===== src/hdl/sfpfe_defs.vh =====
// Constants for the serial flash pin front end.
// Assumes a 25 MHz system clock sampling all link pins.
`ifndef SFPFE_DEFS_VH
`define SFPFE_DEFS_VH
// ======================================================
// Timing
`define SFPFE_CLK_NS 40
`define SFPFE_ABORT_NS 1000
`define SFPFE_ABORT_CYC ((`SFPFE_ABORT_NS + `SFPFE_CLK_NS - 1) / `SFPFE_CLK_NS)
// ======================================================
// Register map (word addresses are byte offsets)
`define SFPFE_ADR_CTRL 4'h0
`define SFPFE_ADR_STAT 4'h4
`define SFPFE_ADR_CMD 4'h8
`define SFPFE_ADR_RDAT 4'hC
// Control fields
`define SFPFE_B_QE 0
`define SFPFE_B_PINFN 1
`define SFPFE_B_QPI 2
`define SFPFE_B_LOCK 3
`define SFPFE_B_CONT 4
`define SFPFE_F_WRAP 6:5
`define SFPFE_B_BUSYSET 7
`define SFPFE_CTRL_RST 8'h00
// Wrap lengths in bytes, selected by a 2-bit code
`define SFPFE_WRAP8 7'h08
`define SFPFE_WRAP16 7'h10
`define SFPFE_WRAP32 7'h20
`define SFPFE_WRAP64 7'h40
// Instruction length and continuous read overhead
`define SFPFE_INST_BITS 4'h8
`define SFPFE_ADDR_BITS 5'h18
`define SFPFE_ONE 1'b1
`endif


===== src/hdl/sfpfe_top.v =====
// Pin front end of a serial NOR flash: select, lane use, pause, abort,
// write protect, and a Wishbone window onto the captured command state.
// Assumes all link pins are asynchronous to mclk and the serial clock
// stays well below mclk/4 so that its edges are seen by sampling.
// Summary of operation
// Serial input bits are sampled on serial clock rising edges.
// Outbound data changes only on serial clock falling edges.
// Dual and quad: lanes 0 and 1 are bidirectional, rise in, fall out.
// Standard and dual use lanes 0-1; quad and four-wire use lanes 0-3.
// Select high deselects and floats every data output.
// Instructions accepted and data driven only while select is low.
// An instruction needs a prior select falling edge since power-up.
// Internal erase or program cycles finish after deselect.
// Function select 0 with quad off makes pin 3 a low pause input.
// Pause while selected floats outputs, ignores clock and input.
// Pause release resumes the operation where it stopped.
// Function select 1 with quad off makes pin 3 a low abort input.
// Abort held low about one microsecond ends any operation.
// Quad enable makes pin 3 only data lane 3.
// Quad enable makes the protect pin only data lane 2.
// Quad off: protect pin low blocks status writes with the lock bit.
// Host keeps the serial clock at or below 104 MHz.
// Four-wire command mode takes the 8-bit instruction in 2 clocks.
// Continuous read takes a 24-bit address with no instruction byte.
// Wrapped reads wrap at 8, 16, 32 or 64 bytes.
// Bytes travel MSB first; either clock idle level, rising sample.
`timescale 1ns/1ps
`include "sfpfe_defs.vh"
module sfpfe_top (
   // System
   input wire mclk,
   input wire resetn,
   // Wishbone slave
   input wire wbCyc,
   input wire wbStb,
   input wire wbWe,
   input wire [3:0] wbAdr,
   input wire [3:0] wbSel,
   input wire [31:0] wbDatI,
   output reg [31:0] wbDatO,
   output wire wbAck,
   // Serial link
   input wire sclk,
   input wire selectN,
   input wire [3:0] laneIn,
   output reg [3:0] laneOut,
   output reg [3:0] laneOeN,
   // Internal array side
   input wire arrayBusyDone,
   output wire abortPulse,
   output wire statusWriteBlock
);

   // ======================================================
   // Pin synchronisers: three stages, change counts when 2nd and 3rd agree
   reg [5:0] s1, s2, s3;
   reg [5:0] pinQ;
   wire [5:0] pinRaw = {sclk, selectN, laneIn};
   // Reset levels: clock low, select taken as low, lanes high. A select
   // held low through reset must never look like a falling edge.
   always @(posedge mclk or negedge resetn) begin
      if (!resetn) begin
         s1 <= 6'h0F;
         s2 <= 6'h0F;
         s3 <= 6'h0F;
         pinQ <= 6'h0F;
      end else begin
         s1 <= pinRaw;
         s2 <= s1;
         s3 <= s2;
         pinQ <= (s2 & s3) | (pinQ & (s2 | s3));
      end
   end
   wire sclkS = pinQ[5];
   wire selN = pinQ[4];
   wire [3:0] lane = pinQ[3:0];

   // ======================================================
   // Control register and pin-3 function decode
   reg [7:0] ctrl_q;
   wire qe = ctrl_q[`SFPFE_B_QE];
   wire pinFn = ctrl_q[`SFPFE_B_PINFN];
   wire four_wire_command_mode = ctrl_q[`SFPFE_B_QPI];
   wire pauseActive = !qe && !pinFn && !lane[3] && !selN;
   wire abortPin = !qe && pinFn && !lane[3];
   // Protect pin acts only while quad is off
   assign statusWriteBlock = !qe && !lane[2] &&
                             ctrl_q[`SFPFE_B_LOCK];

   // ======================================================
   // Edge detection on the sampled serial clock
   reg sclkPrev_q;
   reg armed_q;     // select has fallen since reset or the last abort
   reg selPrev_q;
   always @(posedge mclk or negedge resetn) begin
      if (!resetn) begin
         sclkPrev_q <= 1'b0;
         selPrev_q <= 1'b0;
      end else begin
         sclkPrev_q <= sclkS;
         selPrev_q <= selN;
      end
   end
   // Frozen while paused so the command state is kept intact
   wire rise = sclkS && !sclkPrev_q && !selN && !pauseActive;
   wire fall = !sclkS && sclkPrev_q && !selN && !pauseActive;
   wire selFall = selPrev_q && !selN;

   // ======================================================
   // Abort timer: pin must stay low for the full minimum time
   reg [5:0] abortCnt_q;
   always @(posedge mclk or negedge resetn) begin
      if (!resetn)
         abortCnt_q <= 6'h00;
      else if (!abortPin)
         abortCnt_q <= 6'h00;
      else if (abortCnt_q != 6'h3F)
         abortCnt_q <= abortCnt_q + 6'h01;
   end
   assign abortPulse = (abortCnt_q == `SFPFE_ABORT_CYC - 1);

   // ======================================================
   // Inbound shifter: instruction then address, MSB first
   localparam ST_IDLE = 2'h0;
   localparam ST_INST = 2'h1;
   localparam ST_ADDR = 2'h2;
   localparam ST_DATA = 2'h3;
   reg [1:0] state_q;
   reg [7:0] inst_q;
   reg [23:0] addr_q;
   reg [5:0] bitCnt_q;
   reg [1:0] width_q; // 0 single, 1 dual, 2 quad lanes per edge
   reg [7:0] txByte_q;
   reg [6:0] byteCnt_q;
   reg cmdSeen_q;
   reg [31:0] cmdCount_q;
   wire quadOk = qe || four_wire_command_mode;
   // Lanes in use per edge: quad lanes only with quad or four-wire mode
   wire [1:0] wIn = (state_q == ST_INST) ? (four_wire_command_mode ? 2'h2 : 2'h0) :
                    (width_q == 2'h2 && !quadOk) ? 2'h1 : width_q;
   reg [5:0] step;
   always @* begin
      case (wIn)
         2'h0: step = 6'h01;
         2'h1: step = 6'h02;
         default: step = 6'h04;
      endcase
   end
   wire [6:0] wrapLen = (ctrl_q[6:5] == 2'h0) ? `SFPFE_WRAP8 :
                        (ctrl_q[6:5] == 2'h1) ? `SFPFE_WRAP16 :
                        (ctrl_q[6:5] == 2'h2) ? `SFPFE_WRAP32 :
                        `SFPFE_WRAP64;

   always @(posedge mclk or negedge resetn) begin
      if (!resetn) begin
         state_q <= ST_IDLE;
         armed_q <= 1'b0;
         inst_q <= 8'h00;
         addr_q <= 24'h000000;
         bitCnt_q <= 6'h00;
         width_q <= 2'h0;
         byteCnt_q <= 7'h00;
         cmdSeen_q <= 1'b0;
         cmdCount_q <= 32'h00000000;
      end else if (abortPulse) begin
         state_q <= ST_IDLE;
         armed_q <= 1'b0;
      end else if (selN) begin
         state_q <= ST_IDLE;
      end else if (selFall) begin
         armed_q <= 1'b1;
         bitCnt_q <= 6'h00;
         // Address and data width follow quad enable only
         width_q <= qe ? 2'h2 : 2'h0;
         byteCnt_q <= 7'h00;
         // Continuous read skips the instruction byte
         state_q <= (ctrl_q[`SFPFE_B_CONT] && cmdSeen_q) ?
                    ST_ADDR : ST_INST;
      end else if (rise && armed_q) begin
         case (state_q)
            ST_INST: begin
               // Four-wire mode: two nibbles make the instruction
               if (four_wire_command_mode)
                  inst_q <= {inst_q[3:0], lane};
               else
                  inst_q <= {inst_q[6:0], lane[0]};
               if (bitCnt_q + step == {2'h0, `SFPFE_INST_BITS}) begin
                  bitCnt_q <= 6'h00;
                  state_q <= ST_ADDR;
                  cmdSeen_q <= 1'b1;
                  cmdCount_q <= cmdCount_q + 32'h1;
               end else
                  bitCnt_q <= bitCnt_q + step;
            end
            ST_ADDR: begin
               case (wIn)
                  2'h0: addr_q <= {addr_q[22:0], lane[0]};
                  2'h1: addr_q <= {addr_q[21:0], lane[1:0]};
                  default: addr_q <= {addr_q[19:0], lane};
               endcase
               if (bitCnt_q + step == {1'b0, `SFPFE_ADDR_BITS}) begin
                  bitCnt_q <= 6'h00;
                  state_q <= ST_DATA;
               end else
                  bitCnt_q <= bitCnt_q + step;
            end
            ST_DATA: begin
               if (bitCnt_q + step == {2'h0, `SFPFE_INST_BITS}) begin
                  bitCnt_q <= 6'h00;
                  // Wrapped read returns to the start of its window
                  byteCnt_q <= (byteCnt_q + 7'h01 == wrapLen) ?
                               7'h00 : byteCnt_q + 7'h01;
               end else
                  bitCnt_q <= bitCnt_q + step;
            end
            default: state_q <= ST_IDLE;
         endcase
      end
   end

   // ======================================================
   // Outbound driver: changes only on falling edges, MSB first
   reg [7:0] shOut_q;
   reg driving_q;
   // A new byte starts from the transmit register, not the stale shifter
   wire [7:0] outSrc = (bitCnt_q == 6'h00) ? txByte_q : shOut_q;
   always @(posedge mclk or negedge resetn) begin
      if (!resetn) begin
         shOut_q <= 8'h00;
         laneOut <= 4'h0;
         driving_q <= 1'b0;
      end else if (selN || abortPulse) begin
         driving_q <= 1'b0;
      end else if (fall && state_q == ST_DATA) begin
         driving_q <= 1'b1;
         case (wIn)
            2'h0: begin
               laneOut <= {2'h0, outSrc[7], 1'b0};         // Lane 1 out
               shOut_q <= {outSrc[6:0], 1'b0};
            end
            2'h1: begin
               laneOut <= {2'h0, outSrc[7:6]};
               shOut_q <= {outSrc[5:0], 2'h0};
            end
            default: begin
               laneOut <= outSrc[7:4];
               shOut_q <= {outSrc[3:0], 4'h0};
            end
         endcase
      end
   end
   // Enables low while driving; pause and deselect float everything
   always @* begin
      laneOeN = 4'hF;
      if (driving_q && !selN && !pauseActive) begin
         case (wIn)
            2'h0: laneOeN = 4'hD;
            2'h1: laneOeN = 4'hC;
            default: laneOeN = 4'h0;
         endcase
      end
   end

   // ======================================================
   // Internal busy: survives deselect, only abort or completion ends it
   reg busy_q;
   always @(posedge mclk or negedge resetn) begin
      if (!resetn)
         busy_q <= 1'b0;
      else if (abortPulse || arrayBusyDone)
         busy_q <= 1'b0;
      else if (wbAck && wbWe && wbAdr == `SFPFE_ADR_CTRL &&
               wbDatI[`SFPFE_B_BUSYSET])
         busy_q <= 1'b1;
   end

   // ======================================================
   // Wishbone slave: one wait state, ack drops the cycle after
   reg ack_q;
   assign wbAck = ack_q;
   always @(posedge mclk or negedge resetn) begin
      if (!resetn) begin
         ack_q <= 1'b0;
         ctrl_q <= `SFPFE_CTRL_RST;
         txByte_q <= 8'h00;
         wbDatO <= 32'h00000000;
      end else begin
         ack_q <= wbCyc && wbStb && !ack_q;
         if (wbCyc && wbStb && !ack_q) begin
            case (wbAdr)
               `SFPFE_ADR_CTRL: wbDatO <= {24'h0, 1'b0, ctrl_q[6:0]};
               `SFPFE_ADR_STAT: wbDatO <= {20'h0, statusWriteBlock,
                  pauseActive, abortPin, busy_q, armed_q, selN,
                  state_q, 4'h0};
               `SFPFE_ADR_CMD: wbDatO <= {inst_q, addr_q};
               `SFPFE_ADR_RDAT: wbDatO <= {17'h0, byteCnt_q, txByte_q};
               default: wbDatO <= 32'h00000000;
            endcase
            if (wbWe && wbSel[0]) begin
               if (wbAdr == `SFPFE_ADR_CTRL)
                  ctrl_q <= {1'b0, wbDatI[6:0]};
               if (wbAdr == `SFPFE_ADR_RDAT)
                  txByte_q <= wbDatI[7:0];
            end
         end
      end
   end
endmodule

===== config.mk =====
export PLATFORM = sky130hd
export DESIGN_NAME = sfpfe_top
export DESIGN_NICKNAME = d
export VERILOG_FILES = /design/src/hdl/sfpfe_top.v
export VERILOG_INCLUDE_DIRS = /design/src /design/src/hdl
export SDC_FILE = /design/constraint.sdc
export NUM_CORES = 1
export LEC_CHECK = 0
export ABC_AREA = 1
export BUFFER_PORTS_ARGS = -buffer_cell sky130_fd_sc_hd__buf_2
export CAP_MARGIN = 30
export CORE_MARGIN = 3
export CORE_UTILIZATION = 35
export CTS_BUF_LIST = sky130_fd_sc_hd__clkbuf_16
export DETAILED_ROUTE_END_ITERATION = 7
export PLACE_DENSITY = 0.6
export SLEW_MARGIN = 25
export SYNTH_ARGS = -nofsm -noshare
export SYNTH_HDL_FRONTEND = slang
export SYNTH_SLANG_ARGS = --single-unit

===== constraint.sdc =====
create_clock -name mclk -period 2.65 [get_ports mclk]
set_clock_uncertainty 0.1 [all_clocks]
set_input_delay 0.53 -clock mclk [delete_from_list [all_inputs] [get_ports mclk]]
set_output_delay 0.53 -clock mclk [all_outputs]
set_load 0.01 [all_outputs]

==> impl_metrics.env <==
export IMPL_finalMaxSlewViolations=0
export IMPL_dieWidth_um=145
export IMPL_power_leakage_nw=3.78
export IMPL_drive_above_1_share=0.245
export IMPL_antenna_found_initial=0
export IMPL_power_density_mw_per_mm2=702
export IMPL_synth_edf_count=0
export IMPL_vdd_ir_drop_max_v=0.000479
export IMPL_path_class="reg -> reg"
export IMPL_yosys_warnings=0
export IMPL_finalHoldViolCount=0
export IMPL_clk_pin_slew_ns=0.06
export IMPL_num_vias=5682
export IMPL_gp_congestion=0.903
export IMPL_cts_inserted_buffers=17
export IMPL_synth_area_sq_mm=0.00681
export IMPL_cp_slowest_cell="fa_2"
export IMPL_grt_first_pass_wirelength_mm=28.4
export IMPL_mostFrequentLayoutCells="nand2_1 (139), dfrtp_1 (127), o21ai_0 (104)"
export IMPL_critical_path_arrival_ns=2.87
export IMPL_setup_viol=2
export IMPL_drt_wl_total_mm=17.6
export IMPL_diodes=0
export IMPL_period_share=1.00
export IMPL_crit_top_cell="nand2_2"
export IMPL_grt_max_degree=73
export IMPL_violations="negative setup slack"
export IMPL_p_total_w=0.00585
export IMPL_clock_latency_ns=0.42
export IMPL_syn_inst=773
export IMPL_finalNetCount=926
export IMPL_wire_per_inst_um=15.4
export IMPL_synth_async_reset_ratio=1.00
export IMPL_maxSlewHeadroom=0.545
export IMPL_synth_nets=835
export IMPL_fmax_mhz=376
export IMPL_via_per_inst=5.00
export IMPL_crit_path_start_kind="flop"
export IMPL_area_growth_pct=22.5
export IMPL_cp_max_fo=7
export IMPL_yosysSeqAreaShare=0.529
export IMPL_setup_ws_ns=-0.00792
export IMPL_pre_cts_ws_ns=-0.101
export IMPL_fp_dieArea_sq_mm=0.0212
export IMPL_cts_sinks=143
export IMPL_htreeDepth=4
export IMPL_drtPass1Iterations=6
export IMPL_overflow=0
export IMPL_cts_root_buffer="clkbuf_16"
export IMPL_fin_cells=1137
export IMPL_rsz0062_at_grt="yes"
export IMPL_pin_count=95
export IMPL_dpl_hpwl_mm=12.3
export IMPL_path_cells="inv_2, ha_4, inv_4, nand4_1, inv_2, nor2_4, ha_4, fa_2, nor2_2, nand2_2, nor2_4, nand2_2, nand2_4, nand3_4, nand2_2, o21ai_2"
export IMPL_fp_row_count=50
export IMPL_start_util=0.360
export IMPL_grt_pass1_vias=5406
export IMPL_track_usage=0.168
export IMPL_fin_setup_tns_ns=-0.00867
export IMPL_dieHeight_um=145
export IMPL_cpPeakStageDelay_ns=0.44
export IMPL_hp_class="in -> async"
export IMPL_hold_buffers=0
export IMPL_coreArea_sq_mm=0.0189
export IMPL_status="complete, but fails checks"
export IMPL_final_common_cell="nand2_1"
export IMPL_drc_errors=0
export IMPL_critPathRequiredTime_ns=2.86
export IMPL_cts_tree="yes"
export IMPL_port_buffers=67
export IMPL_dp_cells=1101
export IMPL_ys_types=51
export IMPL_drtIter0Drc=477
export IMPL_syn_area_per_cell_sq_um=8.80
export IMPL_worst_pin_slew_ns=0.682
export IMPL_drv_cap=0
export IMPL_finalHoldWorstSlack_ns=0.0191
export IMPL_clock_path_buffers=2
export IMPL_synth_ff_type="dfrtp_1"
export IMPL_endpoint_kind="flop"
export IMPL_fin_crit_ns=2.66
export IMPL_drtAntennaViolNets=0
export IMPL_synth_seq_cells=143
==> worst max-delay path, delay by kind of cell (launching register included) <==
family / cells / cell delay [ns]
AO/OA/AOI/OAI: 1 / 0.05
adder cells (fa/ha/maj): 3 / 0.75
buffers and inverters: 3 / 0.20
flip-flops: 1 / 0.39
AND/OR/NAND/NOR: 9 / 1.06
==> registers in the layout (all words and copies together) (netlist names) <==
| name | count |
|---|---|
| wbAck | 1 |
| sclkPrev_q | 1 |
| s3 | 6 |
| byteCnt_q | 7 |
| pinQ | 6 |
| ctrl_q | 7 |
| inst_q | 8 |
| laneOut | 4 |
| addr_q | 24 |
| txByte_q | 8 |
| wbDatO | 32 |
| busy_q | 1 |
| width_q | 1 |
| shOut_q | 7 |
| s1 | 6 |
| armed_q | 1 |
| s2 | 6 |
| abortCnt_q | 6 |
| driving_q | 1 |
| cmdSeen_q | 1 |
| selPrev_q | 1 |
| bitCnt_q | 6 |
| state_q | 2 |
==> synthesized netlist by cell type, drive strengths merged, types with 10 or more instances <==
library cell / instances / area [sq um]
nand3: 27 / 170
nand4: 11 / 68.8
o22ai: 33 / 206
nor2: 55 / 229
dfrtp: 127 / 3180
o21ai: 113 / 592
o211ai: 10 / 75.1
a21oi: 12 / 63.8
o31ai: 18 / 135
clkbuf: 25 / 93.8
inv: 98 / 368
nand2: 160 / 633
dfstp: 16 / 420
nor3: 11 / 65.1
==> stage by stage <==
stage,utilization,cell area [sq um]
after floorplan,-,6830
after global placement,0.404,7630
after detailed placement,0.404,7630
after CTS,0.438,8270
after global routing,0.441,8330
final,0.441,8330
==> worst paths after layout <==
path	startpoint	depth (start not counted)	to	slack, ns
min	resetn	1	s1[5]	0.02
max in group asynchronous	resetn	2	s3[2]	1.69
max reg2reg	state_q[1]	16	byteCnt_q[4]	-0.008
min reg2reg	s1[5]	0	s2[5]	0.25
max	state_q[1]	16	byteCnt_q[4]	-0.008
min in group mclk	laneIn[1]	1	s1[1]	0.10
==> cell families (layout without fill, tap and decap cells) <==
family          Yosys count  count (layout)  share of synthesized area
simple gates            269             270                      0.177
compound gates          205             205                      0.181
fa+ha+maj                16              16                     0.0283
mux                       3               3                    0.00460
flops                   143             143                      0.529
buf+inv                 134             237                     0.0767
xor+xnor                  3               3                    0.00386
==> power breakdown <==
part           internal (W)  switching [W]  leakage (nW)
sequential          0.00231       0.000117          1.90
combinational      0.000393       0.000711          1.62
clock               0.00138       0.000943         0.268
total               0.00408        0.00177          3.78
==> per-layer routing <==
layer  GRT usage  wire [um]  part of all wire  up-vias
li1            -          -                 -     2797
met1       0.230       8000              0.46     2682
met2       0.262       8090              0.46      178
met3      0.0417       1100             0.063       25
met4      0.0556        369             0.021        0
met5           0          0                 0        -
==> repair_timing <==
item	CTS	global route
setup buffers	2	1
gates resized for setup	11	17
gates cloned	1	0
pin swaps	8	17
setup endpoints to repair	11	12
==> layout make-up <==
type	instances	area [sq um]
timing repair buffer	105	634
fill	1894	10600
sequential	143	3600
multi-input combinational	497	2820
inverter	100	382
clock inverter	15	148
clock buffer	17	425
tap	260	325
Note: power is estimated with default switching activity, not from simulation.
